===== src/cocc_pkg.sv =====
// cocc_pkg: constants and types for the compare output control slice
// assumes an axi4-lite master and a single 40 MHz clock
//
// Summary of operation
// - stop-in-idle bit set halts the channel while cpu idles; clear keeps running
// - clock select 111 peripheral clock, 000 timer two, 110/101 reserved
// - fault a enable set makes channel respond to fault pin; clear ignores it
// - fault status set by hardware on fault pin, zero when no fault occurred
// - trigger mode one: status clears on secondary equal timer or software
// - compare values double-buffered only in pwm mode, else written directly
package cocc_pkg;
  // ----------------------------------------------------------------
  // register map (byte addresses)
  // ----------------------------------------------------------------
  localparam logic [7:0] OFS_CTRL_ONE = 8'h00;
  localparam logic [7:0] OFS_CTRL_TWO = 8'h04;
  localparam logic [7:0] OFS_PRI_CMP = 8'h08;
  localparam logic [7:0] OFS_SEC_CMP = 8'h0C;
  localparam logic [7:0] OFS_TIMER = 8'h10;
  localparam logic [7:0] OFS_IRQ_STAT = 8'h14;
  localparam logic [7:0] OFS_IRQ_MASK = 8'h18;
  // ----------------------------------------------------------------
  // control one and control two field positions
  // ----------------------------------------------------------------
  localparam int POS_IDLE_STOP = 13;
  localparam int POS_TSEL_LO = 10;
  localparam int POS_FAULT_EN = 7;
  localparam int POS_FAULT_FLAG = 4;
  localparam int POS_TRIG_MODE = 3;
  localparam int POS_TRIG_STAT = 7;
  localparam logic [15:0] CTRL_ONE_RESET = 16'h0000;
  localparam logic [15:0] CTRL_ONE_WMASK = 16'h3C8F;
  localparam logic [15:0] CMP_RESET = 16'h0000;
  // ----------------------------------------------------------------
  // encodings
  // ----------------------------------------------------------------
  localparam logic [2:0] TSEL_PERIPH = 3'h7;
  localparam logic [2:0] TSEL_RSV_A = 3'h6;
  localparam logic [2:0] TSEL_RSV_B = 3'h5;
  localparam logic [2:0] MODE_PWM_A = 3'h6;
  localparam logic [2:0] MODE_PWM_B = 3'h7;
  localparam int IRQ_W = 3;
  localparam int IRQ_FAULT = 0;
  localparam int IRQ_MATCH = 1;
  localparam int IRQ_TRIG_CLR = 2;
  localparam logic [1:0] RESP_OKAY = 2'h0;
  localparam logic [1:0] RESP_SLVERR = 2'h2;

  typedef struct packed {
    logic idle_stop_ctl;
    logic [2:0] timebase_clock_sel;
    logic fault_a_input_en;
    logic trigger_clear_mode;
    logic [2:0] channel_mode_sel;
  } cocc_ctrl_t;
endpackage : cocc_pkg


===== src/cocc_top.sv =====
// cocc_top: control slice of one output compare channel behind axi4-lite
// assumes clock sources arrive as one-cycle tick inputs synchronous to aclk
//
// The implementer's own choices: the register addresses and the AXI4-Lite interface to the registers.
`timescale 1ns/1ps
module cocc_top #(
  parameter int TIMER_W = 16
) (
  // clock and reset
  input wire logic aclk,
  input wire logic aresetn,
  // axi4-lite write
  input wire logic [7:0] s_axi_awaddr,
  input wire logic s_axi_awvalid,
  output logic s_axi_awready,
  input wire logic [31:0] s_axi_wdata,
  input wire logic [3:0] s_axi_wstrb,
  input wire logic s_axi_wvalid,
  output logic s_axi_wready,
  output logic [1:0] s_axi_bresp,
  output logic s_axi_bvalid,
  input wire logic s_axi_bready,
  // axi4-lite read
  input wire logic [7:0] s_axi_araddr,
  input wire logic s_axi_arvalid,
  output logic s_axi_arready,
  output logic [31:0] s_axi_rdata,
  output logic [1:0] s_axi_rresp,
  output logic s_axi_rvalid,
  input wire logic s_axi_rready,
  // system and pins
  input wire logic cpu_idle,
  input wire logic peripheral_clock_tick,
  input wire logic [4:0] timer_tick,
  input wire logic fault_a_pin,
  input wire logic period_end,
  // channel outputs
  output logic compare_out,
  output logic irq
);
  // ----------------------------------------------------------------
  // state
  // ----------------------------------------------------------------
  cocc_pkg::cocc_ctrl_t ctrl_q;
  logic fault_flag_q;
  logic trig_stat_q;
  logic [TIMER_W-1:0] pri_q, sec_q, pri_act_q, sec_act_q, tmr_q;
  logic [cocc_pkg::IRQ_W-1:0] stat_q, mask_q;
  logic aw_hold_q, w_hold_q;
  logic [7:0] awaddr_q;
  logic [31:0] wdata_q;
  logic [3:0] wstrb_q;
  logic tick;
  logic run;
  logic pwm_mode;
  logic wr_fire;
  logic rd_fire;
  logic fault_ev, match_ev, trig_clr_ev;
  logic sw_trig_clr, sw_fault_clr;
  logic [TIMER_W-1:0] wr_val;

  // ----------------------------------------------------------------
  // time base
  // ----------------------------------------------------------------
  always_comb begin
    if (ctrl_q.timebase_clock_sel == cocc_pkg::TSEL_PERIPH) begin
      tick = peripheral_clock_tick;
    end else if (ctrl_q.timebase_clock_sel == cocc_pkg::TSEL_RSV_A ||
                 ctrl_q.timebase_clock_sel == cocc_pkg::TSEL_RSV_B) begin
      tick = 1'b0;
    end else begin
      tick = timer_tick[ctrl_q.timebase_clock_sel];
    end
  end
  assign run = !(ctrl_q.idle_stop_ctl && cpu_idle);
  assign pwm_mode = ctrl_q.channel_mode_sel == cocc_pkg::MODE_PWM_A ||
                    ctrl_q.channel_mode_sel == cocc_pkg::MODE_PWM_B;
  assign match_ev = run && tick && tmr_q == sec_act_q;
  assign fault_ev = ctrl_q.fault_a_input_en && fault_a_pin;

  always_ff @(posedge aclk) begin
    if (!aresetn) begin
      tmr_q <= '0;
    end else if (run && tick) begin
      tmr_q <= match_ev ? '0 : tmr_q + 1'b1;
    end
  end

  always_ff @(posedge aclk) begin
    if (!aresetn) begin
      compare_out <= 1'b0;
    end else if (fault_flag_q || ctrl_q.channel_mode_sel == 3'h0) begin
      compare_out <= 1'b0;
    end else if (run && tick) begin
      compare_out <= tmr_q < pri_act_q;
    end
  end

  // ----------------------------------------------------------------
  // axi4-lite write
  // ----------------------------------------------------------------
  assign wr_fire = aw_hold_q && w_hold_q && !s_axi_bvalid;
  assign wr_val = wdata_q[TIMER_W-1:0];

  always_ff @(posedge aclk) begin
    if (!aresetn) begin
      aw_hold_q <= 1'b0;
      w_hold_q <= 1'b0;
      awaddr_q <= '0;
      wdata_q <= '0;
      wstrb_q <= '0;
      s_axi_awready <= 1'b0;
      s_axi_wready <= 1'b0;
      s_axi_bvalid <= 1'b0;
      s_axi_bresp <= cocc_pkg::RESP_OKAY;
    end else begin
      s_axi_awready <= !aw_hold_q && !s_axi_awready && s_axi_awvalid;
      s_axi_wready <= !w_hold_q && !s_axi_wready && s_axi_wvalid;
      if (s_axi_awvalid && s_axi_awready) begin
        aw_hold_q <= 1'b1;
        awaddr_q <= s_axi_awaddr;
      end
      if (s_axi_wvalid && s_axi_wready) begin
        w_hold_q <= 1'b1;
        wdata_q <= s_axi_wdata;
        wstrb_q <= s_axi_wstrb;
      end
      if (wr_fire) begin
        aw_hold_q <= 1'b0;
        w_hold_q <= 1'b0;
        s_axi_bvalid <= 1'b1;
        s_axi_bresp <= (awaddr_q <= cocc_pkg::OFS_IRQ_MASK && awaddr_q[1:0] == 2'b00)
                       ? cocc_pkg::RESP_OKAY : cocc_pkg::RESP_SLVERR;
      end else if (s_axi_bvalid && s_axi_bready) begin
        s_axi_bvalid <= 1'b0;
      end
    end
  end

  // ----------------------------------------------------------------
  // control registers
  // ----------------------------------------------------------------
  always_ff @(posedge aclk) begin
    if (!aresetn) begin
      ctrl_q <= '0;
      mask_q <= '0;
    end else if (wr_fire && awaddr_q == cocc_pkg::OFS_CTRL_ONE) begin
      if (wstrb_q[1]) begin
        ctrl_q.idle_stop_ctl <= wdata_q[cocc_pkg::POS_IDLE_STOP];
        ctrl_q.timebase_clock_sel <= wdata_q[cocc_pkg::POS_TSEL_LO +: 3];
      end
      if (wstrb_q[0]) begin
        ctrl_q.fault_a_input_en <= wdata_q[cocc_pkg::POS_FAULT_EN];
        ctrl_q.trigger_clear_mode <= wdata_q[cocc_pkg::POS_TRIG_MODE];
        ctrl_q.channel_mode_sel <= wdata_q[2:0];
      end
    end else if (wr_fire && awaddr_q == cocc_pkg::OFS_IRQ_MASK && wstrb_q[0]) begin
      mask_q <= wdata_q[cocc_pkg::IRQ_W-1:0];
    end
  end

  assign sw_fault_clr = wr_fire && awaddr_q == cocc_pkg::OFS_CTRL_ONE && wstrb_q[0] &&
                        !wdata_q[cocc_pkg::POS_FAULT_FLAG];
  assign sw_trig_clr = wr_fire && awaddr_q == cocc_pkg::OFS_CTRL_TWO && wstrb_q[0] &&
                       !wdata_q[cocc_pkg::POS_TRIG_STAT];
  assign trig_clr_ev = ctrl_q.trigger_clear_mode && match_ev && trig_stat_q;

  always_ff @(posedge aclk) begin
    if (!aresetn) begin
      fault_flag_q <= 1'b0;
    end else if (fault_ev) begin
      fault_flag_q <= 1'b1;
    end else if (sw_fault_clr) begin
      fault_flag_q <= 1'b0;
    end
  end

  always_ff @(posedge aclk) begin
    if (!aresetn) begin
      trig_stat_q <= 1'b0;
    end else if (wr_fire && awaddr_q == cocc_pkg::OFS_CTRL_TWO && wstrb_q[0] &&
                 wdata_q[cocc_pkg::POS_TRIG_STAT]) begin
      trig_stat_q <= 1'b1;
    end else if (trig_clr_ev || sw_trig_clr) begin
      trig_stat_q <= 1'b0;
    end
  end

  // ----------------------------------------------------------------
  // compare values and their active copies
  // ----------------------------------------------------------------
  always_ff @(posedge aclk) begin
    if (!aresetn) begin
      pri_q <= cocc_pkg::CMP_RESET;
      sec_q <= cocc_pkg::CMP_RESET;
    end else if (wr_fire && awaddr_q == cocc_pkg::OFS_PRI_CMP) begin
      pri_q <= wr_val;
    end else if (wr_fire && awaddr_q == cocc_pkg::OFS_SEC_CMP) begin
      sec_q <= wr_val;
    end
  end

  always_ff @(posedge aclk) begin
    if (!aresetn) begin
      pri_act_q <= cocc_pkg::CMP_RESET;
      sec_act_q <= cocc_pkg::CMP_RESET;
    end else if (!pwm_mode || period_end || match_ev) begin
      pri_act_q <= pri_q;
      sec_act_q <= sec_q;
    end
  end

  // ----------------------------------------------------------------
  // interrupt status, cleared by reading it
  // ----------------------------------------------------------------
  always_ff @(posedge aclk) begin
    if (!aresetn) begin
      stat_q <= '0;
    end else begin
      for (int i = 0; i < cocc_pkg::IRQ_W; i++) begin
        if ((i == cocc_pkg::IRQ_FAULT && fault_ev && !fault_flag_q) ||
            (i == cocc_pkg::IRQ_MATCH && match_ev) ||
            (i == cocc_pkg::IRQ_TRIG_CLR && trig_clr_ev)) begin
          stat_q[i] <= 1'b1;
        end else if (rd_fire && s_axi_araddr == cocc_pkg::OFS_IRQ_STAT) begin
          stat_q[i] <= 1'b0;
        end
      end
    end
  end

  always_ff @(posedge aclk) begin
    if (!aresetn) begin
      irq <= 1'b0;
    end else begin
      irq <= |(stat_q & mask_q);
    end
  end

  // ----------------------------------------------------------------
  // axi4-lite read
  // ----------------------------------------------------------------
  assign rd_fire = s_axi_arvalid && s_axi_arready;

  always_ff @(posedge aclk) begin
    if (!aresetn) begin
      s_axi_arready <= 1'b0;
      s_axi_rvalid <= 1'b0;
      s_axi_rdata <= '0;
      s_axi_rresp <= cocc_pkg::RESP_OKAY;
    end else begin
      s_axi_arready <= s_axi_arvalid && !s_axi_arready && !s_axi_rvalid;
      if (rd_fire) begin
        s_axi_rvalid <= 1'b1;
        s_axi_rresp <= cocc_pkg::RESP_OKAY;
        s_axi_rdata <= '0;
        if (s_axi_araddr == cocc_pkg::OFS_CTRL_ONE) begin
          s_axi_rdata[cocc_pkg::POS_IDLE_STOP] <= ctrl_q.idle_stop_ctl;
          s_axi_rdata[cocc_pkg::POS_TSEL_LO +: 3] <= ctrl_q.timebase_clock_sel;
          s_axi_rdata[cocc_pkg::POS_FAULT_EN] <= ctrl_q.fault_a_input_en;
          s_axi_rdata[cocc_pkg::POS_FAULT_FLAG] <= fault_flag_q;
          s_axi_rdata[cocc_pkg::POS_TRIG_MODE] <= ctrl_q.trigger_clear_mode;
          s_axi_rdata[2:0] <= ctrl_q.channel_mode_sel;
        end else if (s_axi_araddr == cocc_pkg::OFS_CTRL_TWO) begin
          s_axi_rdata[cocc_pkg::POS_TRIG_STAT] <= trig_stat_q;
        end else if (s_axi_araddr == cocc_pkg::OFS_PRI_CMP) begin
          s_axi_rdata[TIMER_W-1:0] <= pri_q;
        end else if (s_axi_araddr == cocc_pkg::OFS_SEC_CMP) begin
          s_axi_rdata[TIMER_W-1:0] <= sec_q;
        end else if (s_axi_araddr == cocc_pkg::OFS_TIMER) begin
          s_axi_rdata[TIMER_W-1:0] <= tmr_q;
        end else if (s_axi_araddr == cocc_pkg::OFS_IRQ_STAT) begin
          s_axi_rdata[cocc_pkg::IRQ_W-1:0] <= stat_q;
        end else if (s_axi_araddr == cocc_pkg::OFS_IRQ_MASK) begin
          s_axi_rdata[cocc_pkg::IRQ_W-1:0] <= mask_q;
        end else begin
          s_axi_rresp <= cocc_pkg::RESP_SLVERR;
        end
      end else if (s_axi_rvalid && s_axi_rready) begin
        s_axi_rvalid <= 1'b0;
      end
    end
  end

  // ----------------------------------------------------------------
  // checks
  // ----------------------------------------------------------------
  idle_halt_a: assert property (@(posedge aclk) disable iff (!aresetn)
    ctrl_q.idle_stop_ctl && cpu_idle |=> $stable(tmr_q))
    else $error("timer moved while halted in idle");
  idle_run_a: assert property (@(posedge aclk) disable iff (!aresetn)
    !ctrl_q.idle_stop_ctl && tick && !match_ev |=> tmr_q != $past(tmr_q))
    else $error("timer stalled with idle stop clear");
  rsvd_sel_a: assert property (@(posedge aclk) disable iff (!aresetn)
    ctrl_q.timebase_clock_sel == cocc_pkg::TSEL_RSV_A ||
    ctrl_q.timebase_clock_sel == cocc_pkg::TSEL_RSV_B |=> $stable(tmr_q))
    else $error("reserved clock select advanced timer");
  fault_ignore_a: assert property (@(posedge aclk) disable iff (!aresetn)
    !ctrl_q.fault_a_input_en && !fault_flag_q && !sw_fault_clr |=> !fault_flag_q)
    else $error("fault flag set with input disabled");
  fault_set_a: assert property (@(posedge aclk) disable iff (!aresetn)
    fault_ev |=> fault_flag_q ##1 !compare_out)
    else $error("fault not flagged or output not forced low");
  trig_auto_a: assert property (@(posedge aclk) disable iff (!aresetn)
    trig_clr_ev && !(wr_fire && awaddr_q == cocc_pkg::OFS_CTRL_TWO) |=> !trig_stat_q)
    else $error("trigger status not cleared on match");
  trig_hold_a: assert property (@(posedge aclk) disable iff (!aresetn)
    !ctrl_q.trigger_clear_mode && trig_stat_q && !sw_trig_clr |=> trig_stat_q)
    else $error("trigger status cleared by hardware");
  direct_load_a: assert property (@(posedge aclk) disable iff (!aresetn)
    !pwm_mode && $past(!pwm_mode) |-> pri_act_q == $past(pri_q))
    else $error("compare value buffered outside pwm mode");
  zero_read_a: assert property (@(posedge aclk) disable iff (!aresetn)
    rd_fire && s_axi_araddr == cocc_pkg::OFS_CTRL_ONE |=>
      s_axi_rdata[31:14] == '0 && s_axi_rdata[9:8] == '0 && s_axi_rdata[6:5] == '0)
    else $error("unimplemented bits read nonzero");
  fault_cov_c: cover property (@(posedge aclk) fault_ev ##1 irq);
  match_cov_c: cover property (@(posedge aclk) trig_clr_ev);
  pwm_cov_c: cover property (@(posedge aclk) pwm_mode && period_end);
endmodule : cocc_top


===== config.mk =====
export PLATFORM = sky130hd
export DESIGN_NAME = cocc_top
export DESIGN_NICKNAME = d
export VERILOG_FILES = /design/src/cocc_pkg.sv /design/src/cocc_top.sv
export SDC_FILE = /design/constraint.sdc
export NUM_CORES = 1
export LEC_CHECK = 0
export ABC_AREA = 1
export BUFFER_PORTS_ARGS = -buffer_cell sky130_fd_sc_hd__buf_2
export CAP_MARGIN = 0
export CORE_AREA = 5 5 86 168
export CTS_CLUSTER_DIAMETER = 100
export CTS_CLUSTER_SIZE = 14
export DETAILED_ROUTE_END_ITERATION = 12
export DIE_AREA = 0 0 91 173
export HOLD_SLACK_MARGIN = 0.02
export PLACE_DENSITY_LB_ADDON = 0.2
export RECOVER_POWER = 25
export SLEW_MARGIN = 10
export SYNTH_ARGS = -nofsm -noshare
export SYNTH_HDL_FRONTEND = slang
export SYNTH_SLANG_ARGS = --single-unit
export TNS_END_PERCENT = 20

===== constraint.sdc =====
create_clock -name aclk -period 1.98 [get_ports aclk]
set_clock_uncertainty 0.15 [all_clocks]
set_input_delay 0 -clock aclk [delete_from_list [all_inputs] [get_ports aclk]]
set_output_delay 0 -clock aclk [all_outputs]
set_load 0.05 [all_outputs]

**Word-level counts from Yosys, hierarchy flattened**

Cells that the tools add are included.

- Bits in registers: 152
- Memory bits (writable): 0
- ROM bits: 0
- Memories kept: 0
- Bits in latches: 0
- Input port bits: 68
- Word-level logic and storage cells: 164
- Output and inout bits: 43

- Bitwise gates (word level): 4
- $add $sub $neg: 1
- Magnitude comparators: 3
- Div/mod/pow operators: 0
- Reduce and logical (&&, ||, !) cells: 69
- Equal/unequal tests: 16
- Muxes and demuxes: 40
- Multipliers: 0
- Shifts and indexed selects: 0

Operators by type and width:

| operator | number |
|---|---|
| 16-bit 2-to-1 mux | 3 |
| 1-bit logical AND | 33 |
| 8-bit by 4-bit == test with 1-bit output (second input constant) | 4 |
| 8-bit by 5-bit == test with 1-bit output (second input constant) | 4 |
| 2-bit 2-to-1 mux | 11 |
| 1-bit 2-to-1 mux | 17 |
| 16-bit by 1-bit adder with 16-bit output (second input constant) | 1 |
| 16-bit == test | 1 |
| 8-bit by 3-bit == test with 1-bit output (second input constant) | 2 |
| 8-bit zero test | 2 |
| 16-bit < comparator | 1 |
| 3-bit == test (second input constant) | 5 |
| 2-bit nonzero test | 7 |
| 13-bit 2-to-1 mux | 1 |
| 1-bit zero test | 12 |
| 3-bit 2-to-1 mux | 3 |
| 8-bit by 5-bit less-or-equal comparator with 1-bit output (second input constant) | 1 |
| 8-bit 2-to-1 mux | 1 |
| 2-bit AND reduction | 4 |
| 7-bit 2-to-1 mux | 1 |
| 1-bit logical OR | 6 |
| 5-bit 2-to-1 mux | 1 |
| 3-bit by 4-bit < comparator with 1-bit output (second input constant) | 1 |
| 4-bit 2-to-1 mux | 1 |
| other kinds (7) | 10 |

**Depth between registers and ports, before layout**

Gate-level depths: netlist (run 1).

- Depth in word-level cells: 11
- Gate-level depth with buffers: 14
- Gate-level depth less buffers: 12

**Worst setup path before layout (run 1)**

OpenSTA, ideal clock, no wires.

- Path type: reg2reg
- From: register s_axi_bvalid
- To: register pri_q[10]
- Library setup time: 0.086 ns
- Clock period less this slack: 1.759 ns
- Setup slack: 0.221 ns
- Stages on the path, launching flop included: 7
- Data arrival time: 1.523 ns
- Data required time: 1.744 ns
- Buffers on the path: 1
- Path through: dfxtp_1 -> nor3_2 -> inv_1 -> nor3_4 -> buf_2 -> nor2_1 -> a211oi_1

- Word-level cells in the longest chain between the ends: 3

RTL lines:

| what | line | source |
|---|---|---|
| start, declared | cocc_top.sv:21 | `output logic s_axi_bvalid,` |
| start signal, assigned | cocc_top.sv:114 | `s_axi_bvalid <= 1'b0;` |
| start signal, assigned | cocc_top.sv:131 | `s_axi_bvalid <= 1'b1;` |
| start signal, assigned | cocc_top.sv:135 | `s_axi_bvalid <= 1'b0;` |
| 1-bit zero test | cocc_top.sv:102 | `assign wr_fire = aw_hold_q && w_hold_q && !s_axi_bvalid;` |
| 1-bit logical AND | cocc_top.sv:102 |  |
| 1-bit logical AND | cocc_top.sv:196 | `end else if (wr_fire && awaddr_q == cocc_pkg::OFS_PRI_CMP) begin` |
| end signal, assigned | cocc_top.sv:194 | `pri_q <= cocc_pkg::CMP_RESET;` |
| end signal, assigned | cocc_top.sv:197 | `pri_q <= wr_val;` |
| end, declared | cocc_top.sv:47 | `logic [TIMER_W-1:0] pri_q, sec_q, pri_act_q, sec_act_q, tmr_q;` |

Every way passes these cells.
A chain may end at the register's enable or synchronous reset.

**Final worst setup path (run 1)**

- From: register tmr_q[1]
- To: register tmr_q[12]

- Word-level cells in the longest chain between the ends: 3
- Elaborated cells on any way between the ends: 4
- Classes of those cells: add/sub (1); eq/ne (1); mux (1); reduce/logical (1)

RTL lines:

| what | line | source |
|---|---|---|
| start, declared | cocc_top.sv:47 |  |
| start signal, assigned | cocc_top.sv:85 | `tmr_q <= match_ev ? '0 : tmr_q + 1'b1;` |
| parallel branches: the longest is 2 deep, another holds 16-bit by 1-bit adder with 16-bit output | - |  |
| 16-bit 2-to-1 mux * | cocc_top.sv:85 |  |

Every way passes the cells marked *.

==> summary.txt, run 1 <==
Outcome
  – Status: complete, no violations

Timing
  – Maximum achievable frequency: 530.1 MHz
  – Number of endpoints with negative hold slack in the final report: 0
  – RSZ-0062 raised after global routing: yes
  – Tightest hold margin: 0.1189 ns
  – Transition time at the pin with the least slew margin: around 0.65 ns
  – Minimum period implied by the final worst setup slack: 1.886 ns
  – Sum of negative setup slack: 0 ns
  – Post-route clock period utilization: a little over nine tenths
  – Max Transition Viols Final: 0
  – Final-report setup violation count: 0
  – Slew HR: 56.63%

Drt
  – 1st-pass router iterations: 5
  – Highest metal layer with signal wires: met4
  – Initial DRC Count: 571
  – Met3 layer wire length in the routed design: roughly 900 um
  – Routed wire per std cell: ~16 um
  – Length of routed met2 wiring: 11,070 um
  – Met1 routed wirelength after detailed routing: 7787 um
  – Vias after detailed routing: between 7,000 and 8,000
  – Total Wirelength: about 21,000 um
  – Routed Antenna Nets: 0
  – Via density: around 5.5
  – DR DRC count: 0

Worst setup path
  – Endpoint class of the critical path: flop
  – Startpoint class of the critical path: flop
  – Category of the most critical setup path: flop to flop
  – Worst Reg-to-Reg Cells: 8
  – Arrival time of the worst setup path: around 2.1 ns
  – CP required: between 2 and 2.5 ns
  – Biggest fanout along the worst timing path: 6

Finish
  – Filler instances: roughly 1,100
  – Final Util: 70.33%
  – Final Cell Area: a little over 9000 um^2
  – Final non-filler cell total: 1,330
  – Fraction of final layout cells with drive strength greater than 1: between 10% and 20%
  – Layout Nets: around 1,200
  – Layout overhead on the synthesized area: 25.12%
  – N_diodes: 0

Pwr
  – Cell area power density: ~760 nW/um^2
  – Worst ir drop on vdd: ~770 uV
  – LEAKAGE: around 3.7 nW

Synth
  – Sequential-to-total area share from yosys stat: about two fifths
  – Synthesized area: between 7000 and 8000 um^2
  – Average cell area after synthesis: around 7.1 um^2
  – Count of state elements after synthesis: 150
  – Number of cells produced by synthesis: ~1,000
  – Total number of yosys warnings: 0
  – Post-synth EDFFs: 0
  – Async set-reset flop share out of synthesis: 0%
  – Count of unique library cells instantiated by Yosys: 34
  – Top_reg_cell synth: sky130_fd_sc_hd__dfxtp_1

Clock tree
  – TritonCTS clock tree: done
  – Master cell of the clock root buffer: sky130_fd_sc_hd__clkbuf_16
  – Max clock buf depth: 2
  – Worst skew pair latency: 0.42 ns
  – CTS H-tree lvls: 4
  – Count of buffers added by post-CTS timing repair for setup: 0
  – Clock transition time at the flip-flop clock pins of the worst setup and hold paths: roughly 0.070 ns
  – Clock sink count: 150
  – Number of buffers inserted during clock tree synthesis: 17

Placed design
  – Standard cell area after detailed placement: around 8000 um^2
  – Final HPWL from detailed placement: ~15,000 um
  – GP Congestion: around 0.9
  – Cells after DPL: around 1,200
  – Number of port buffers: between 70 and 80

Die
  – I/O pin cnt: 111
  – Placeable Area: roughly 13,000 um^2
  – Area of the die: 15,740 um^2
  – Floorplan die width: roughly 91 um
  – Std cell rows: between 50 and 60
  – Die Height: approximately 170 um
  – Starting density of the core: a little under three fifths

Global routing
  – Global-route wire length before repair: 34,850 um
  – Via count of the first global-routing pass: 7,353
  – Initial antenna violation count: 0
  – Tot GR Track Use: a little over a quarter
  – Leftover overflow at the end of global routing: 0
  – Maximum number of pins on one net before global-route repair: 53

Worst hold path
  – Cell depth of the worst min-delay path: 6
  – Worst Hold Class: primary input to flop

Run
  – Maximum capacitance violations: 0
-- through the flow --
step / power [mW] / setup slack, ns
finish: 6.926 / 0.09359
global route: 7.148 / -0.02611
CTS: 6.946 / 0.07143
detailed placement: 3.638 / 0.09996
global placement: 3.634 / 0.1048
floorplan: 3.513 / 0.2210
-- routing by layer --
metal / vias up / GRT usage [%]
li1: 3606 / -
met1: 3383 / 28.58
met2: 236 / 48.13
met3: 93 / 4.130
met4: 0 / 17.26
met5: - / 0
-- sequential cells by signal (all words and copies together), names as in the netlist, 2 cells and up --
register,flops
wdata_q,16
mask_q,3
sec_act_q,16
sec_q,16
awaddr_q,8
stat_q,3
tmr_q,16
pri_act_q,16
ctrl_q,9
pri_q,16
s_axi_rdata,16
wstrb_q,2
-- cell usage in the layout (no fill, tap or decap), types with 2 or more instances in the layout --
cell                            instances
sky130_fd_sc_hd__a211oi_1              23
sky130_fd_sc_hd__a21oi_1              126
sky130_fd_sc_hd__a41oi_1                4
sky130_fd_sc_hd__buf_12                 5
sky130_fd_sc_hd__buf_2                 49
sky130_fd_sc_hd__buf_4                 46
sky130_fd_sc_hd__bufinv_16              2
sky130_fd_sc_hd__clkbuf_1              26
sky130_fd_sc_hd__clkbuf_16             17
sky130_fd_sc_hd__clkinv_1               3
sky130_fd_sc_hd__clkinv_4               2
sky130_fd_sc_hd__clkinvlp_4             3
sky130_fd_sc_hd__conb_1                18
sky130_fd_sc_hd__dfxtp_1              146
sky130_fd_sc_hd__dfxtp_2                4
sky130_fd_sc_hd__dlygate4sd3_1         51
sky130_fd_sc_hd__ha_1                  16
sky130_fd_sc_hd__inv_1                 93
sky130_fd_sc_hd__inv_2                 10
sky130_fd_sc_hd__inv_6                  5
sky130_fd_sc_hd__inv_8                  2
sky130_fd_sc_hd__nand2_1              211
sky130_fd_sc_hd__nand2_2                2
sky130_fd_sc_hd__nand3_1               68
sky130_fd_sc_hd__nand3_2               10
sky130_fd_sc_hd__nand4_1                5
sky130_fd_sc_hd__nor2_1               101
sky130_fd_sc_hd__nor2_2                 3
sky130_fd_sc_hd__nor2_4                 2
sky130_fd_sc_hd__nor3_1                14
sky130_fd_sc_hd__nor3_2                 4
sky130_fd_sc_hd__nor3_4                 2
sky130_fd_sc_hd__o211ai_1               8
sky130_fd_sc_hd__o21ai_0               69
sky130_fd_sc_hd__or2_2                  2
sky130_fd_sc_hd__xnor2_1                6
sky130_fd_sc_hd__xor2_1                10
-- cell usage after synthesis (all sizes together), types with 16 or more instances --
cell type,number,share of area [%]
ha,16,2.8
nor3,20,1.8
dfxtp,150,41
clkbuf,28,1.4
a211oi,23,2.4
nand2,213,11
nor2,106,5.6
a21oi,126,8.7
inv,105,5.4
buf,39,3.7
nand3,79,6.3
o21ai,69,4.8
-- what timing repair did --
action | CTS | global route
setup endpoints to repair | 0 | 51
hold buffers | 51 | 0
gates resized for setup | 0 | 13
hold endpoints to repair | 62 | 0
-- kinds of logic after synthesis --
| group | count (synthesis) | share of synthesized area [%] |
|---|---|---|
| other | 1 | 0.05164 |
| AO/OA/AOI/OAI | 234 | 17.57 |
| adder cells (fa/ha/maj) | 16 | 2.757 |
| AND/OR/NAND/NOR | 426 | 25.45 |
| buffers and inverters | 175 | 10.77 |
| flip-flops | 150 | 41.35 |
| XOR/XNOR | 17 | 2.050 |
-- power by group --
part | internal (mW) | switching, mW
clock network | 1.89 | 1.37
logic | 0.194 | 0.383
registers | 3.06 | 0.0230
total | 5.15 | 1.78
-- final cells by class --
cell class              count  area [um^2]  area share (%)
multi-input cells         711         3577           39.37
flip-flops and latches    150         3008           33.10
repair buffers            177         1306           14.38
clock buffers              18        429.2           4.723
inverters                 108        411.6           4.530
well taps                 152        190.2           2.093
clock inverters            14        163.9           1.804
-- worst max-delay path, stage by stage (launching register included) --
cell,delay (ns)
sky130_fd_sc_hd__dfxtp_1,0.35
sky130_fd_sc_hd__buf_4,0.17
sky130_fd_sc_hd__ha_1,0.21
sky130_fd_sc_hd__inv_1,0.07
sky130_fd_sc_hd__nor2_1,0.28
sky130_fd_sc_hd__nand3_1,0.16
sky130_fd_sc_hd__xor2_1,0.16
sky130_fd_sc_hd__nand3_1,0.09
sky130_fd_sc_hd__a21oi_1,0.16
-- final timing paths --
kind | startpoint | to | slack (ns)
max | tmr_q[1] | tmr_q[12] | 0.09
min | cpu_idle | compare_out | 0.12
max reg2reg | tmr_q[1] | tmr_q[12] | 0.09
min reg2reg | aw_hold_q | s_axi_awready | 0.28
Note: power is estimated with default switching activity, not from simulation.
==> run 2: changes to the inputs <==
--- a/config.mk
+++ b/config.mk
@@ -14,6 +14,7 @@
 export DETAILED_ROUTE_END_ITERATION = 12
 export DIE_AREA = 0 0 91 173
 export HOLD_SLACK_MARGIN = 0.02
+export MAX_ROUTING_LAYER = met4
 export PLACE_DENSITY_LB_ADDON = 0.2
 export RECOVER_POWER = 25
 export SLEW_MARGIN = 10
==> run 2 against run 1 <==
First-iteration DRC count increased by 1.4%. Worst hold slack about the same. Die area did not move. Largest power group unchanged. Setup slack worse by 0.012 ns. Critical path depth stayed put. Largest cell class unchanged. Total power is essentially flat. Cell count unchanged. Clock power about the same.
==> summary.txt, run 2 (synthesis results as in run 1) <==
Outcome
  – Status: complete, no violations

Clock tree
  – Clock transition time at the flip-flop clock pins of the worst setup and hold paths: 0.07 ns (about the same)
  – Count of buffers added by post-CTS timing repair for setup: 0 (unchanged)
  – Max clock buf depth: 2 (unchanged)
  – TritonCTS clock tree: done
  – Number of buffers inserted during clock tree synthesis: 17 (unchanged)
  – CTS H-tree lvls: 4 (unchanged)
  – Worst skew pair latency: 0.42 ns (about the same)
  – Clock sink count: 150 (unchanged)
  – Master cell of the clock root buffer: sky130_fd_sc_hd__clkbuf_16

Global routing
  – Fraction of met3 tracks used by global routing: 3.870% (-0.26 points)
  – Via count of the first global-routing pass: 7,347 (-0.082%)
  – Global-route wire length before repair: 34,850 um (about the same)
  – Initial antenna violation count: 0 (unchanged)
  – Global routing met1 resource utilization: 28.82% (+0.25 points)
  – Maximum number of pins on one net before global-route repair: 53 (unchanged)
  – Busiest metal layer after global routing: met2
  – GRT met2 Usage: 48.04% (-0.090 points)
  – Tot GR Track Use: 27.65% (+0.74 points)
  – Leftover overflow at the end of global routing: 0 (unchanged)

Worst hold path
  – Worst Hold Class: primary input to flop
  – Cell depth of the worst min-delay path: 6 (unchanged)

Worst setup path
  – Largest delay contributor family on the critical path: simple AND/OR/NAND/NOR gates
  – Longest individual stage delay on the worst path: 0.36 ns (about the same)
  – Biggest fanout along the worst timing path: 6 (unchanged)
  – Category of the most critical setup path: flop to flop
  – Number of gates on the worst path with buffers counted: 8 (unchanged)
  – Worst path buffer plus inverter count: 2 (unchanged)
  – Master of the slowest instance on the critical path: sky130_fd_sc_hd__dfxtp_1
  – Worst Reg-to-Reg Cells: 8 (unchanged)
  – Most used cell along the critical path: sky130_fd_sc_hd__nand3_1
  – CP required: 2.18 ns (about the same)
  – Startpoint class of the critical path: flop
  – Setup slack of the worst register-to-register path: 0.08 ns (about the same)
  – Cell Chain, Critical Path: buf_4 > ha_1 > inv_1 > nor2_1 > nand3_1 > xor2_1 > nand3_1 > a21oi_1
  – Arrival time of the worst setup path: 2.10 ns (+0.02 ns)
  – Endpoint class of the critical path: flop

Die
  – Die Height: 173 um (unchanged)
  – Starting density of the core: 56.21% (unchanged)
  – I/O pin cnt: 111 (unchanged)
  – Placeable Area: 12,920 um^2 (unchanged)
  – Area of the die: 15,740 um^2 (unchanged)
  – Std cell rows: 59 (unchanged)
  – Floorplan die width: 91 um (unchanged)

Timing
  – Maximum achievable frequency: 526.7 MHz (-0.64%)
  – Crit path setup slack, layout: 0.08150 ns (-0.01208 ns)
  – Transition time at the pin with the least slew margin: 0.6308 ns (-0.02252 ns)
  – Minimum period implied by the final worst setup slack: 1.898 ns (+0.01208 ns)
  – Post-route clock period utilization: 95.88% (+0.61 points)
  – Number of endpoints with negative hold slack in the final report: 0 (unchanged)
  – Final-report setup violation count: 0 (unchanged)
  – RSZ-0062 raised after global routing: yes
  – Max Transition Viols Final: 0 (unchanged)
  – Slew HR: 57.41% (+0.78 points)

Finish
  – Layout Nets: 1,249 (unchanged)
  – N_diodes: 0 (unchanged)
  – Combined area of the multi-input logic cells: 3577 um^2 (unchanged)
  – Final non-filler cell total: 1,330 (unchanged)
  – Filler instances: 1,056 (unchanged)
  – Final Util: 70.33% (unchanged)
  – Most common library cell in the layout ignoring fill and taps: sky130_fd_sc_hd__nand2_1
  – Fraction of final layout cells with drive strength greater than 1: 14.86% (unchanged)
  – Sequential cell area: 3008 um^2 (unchanged)
  – Final Cell Area: 9086 um^2 (unchanged)
  – Most frequent cells in the layout: sky130_fd_sc_hd__nand2_1, sky130_fd_sc_hd__dfxtp_1, sky130_fd_sc_hd__a21oi_1
  – Layout overhead on the synthesized area: 25.12% (unchanged)

Pwr
  – Worst ir drop on vdd: 768.8 uV (about the same)
  – Cell area power density: 762.6 nW/um^2 (about the same)
  – LEAKAGE: 3.657 nW (unchanged)
  – Power Total: 6.929 mW (about the same)

Drt
  – Routed wire per std cell: 15.85 um (+0.23%)
  – Vias after detailed routing: 7,274 (-0.60%)
  – Total Wirelength: 21,080 um (+0.23%)
  – Via density: 5.469 (-0.60%)
  – DR DRC count: 0 (unchanged)
  – Initial DRC Count: 579 (+1.4%)
  – 1st-pass router iterations: 5 (unchanged)
  – Routed Antenna Nets: 0 (unchanged)

Run
  – Maximum capacitance violations: 0 (unchanged)

Placed design
  – Final HPWL from detailed placement: 14,890 um (unchanged)
  – Cells after DPL: 1,247 (unchanged)
  – GP Congestion: 0.9238 (+1.7%)
  – Standard cell area after detailed placement: 7970 um^2 (unchanged)
  – Post-placement worst setup slack: 0.09996 ns (unchanged)
  – Number of port buffers: 74 (unchanged)
==> run 2: cell counts in the layout (fill, tap and decap cells not counted) <==
No cell type changed its count.
==> run 2: what timing repair did <==
action | in CTS | in global routing
setup endpoints to repair | 0 | 51
hold buffers | 51 | 0
hold endpoints to repair | 62 | 0
gates resized for setup | 0 | 13
==> run 2: per-layer routing <==
layer	vias up	wire length (um)
met5	-	0
li1	3612	-
met2	224	11120
met4	0	1213
met3	87	878
met1	3351	7864
==> run 2: path summary, 6_finish.rpt <==
kind	start	to
worst max-delay path	tmr_q[1]	tmr_q[12]
worst min register to register	w_hold_q	s_axi_wready
worst max register to register	tmr_q[1]	tmr_q[12]
worst min-delay path	cpu_idle	compare_out
==> run 2: area by class of cell <==
cell class	count	share of cell area, %
inverters	108	4.530
multi-input cells	711	39.37
repair buffers	177	14.38
clock inverters	14	1.804
clock buffers	18	4.723
well taps	152	2.093
flip-flops and latches	150	33.10
==> run 2: report_power, final <==
| part | leakage, nW | switching (mW) | internal [mW] |
|---|---|---|---|
| logic | 2.16 | 0.382 | 0.194 |
| clock network | 0.286 | 1.37 | 1.89 |
| registers | 1.21 | 0.0231 | 3.06 |
==> run 2: per-stage QoR <==
stage          hold WS (ns)  setup TNS [ns]
5_1_grt              0.1210        -0.05275
3_3_place_gp        0.08366               0
2_1_floorplan      -0.03169               0
6_report             0.1186               0
4_1_cts              0.1070               0
3_5_place_dp        0.09476               0
==> run 2: worst register-to-register path, cell delays in order, from the launching register on <==
cell	delay, ns
sky130_fd_sc_hd__dfxtp_1	0.36
sky130_fd_sc_hd__buf_4	0.17
sky130_fd_sc_hd__ha_1	0.21
sky130_fd_sc_hd__inv_1	0.07
sky130_fd_sc_hd__nor2_1	0.29
sky130_fd_sc_hd__nand3_1	0.17
sky130_fd_sc_hd__xor2_1	0.16
sky130_fd_sc_hd__nand3_1	0.09
sky130_fd_sc_hd__a21oi_1	0.16
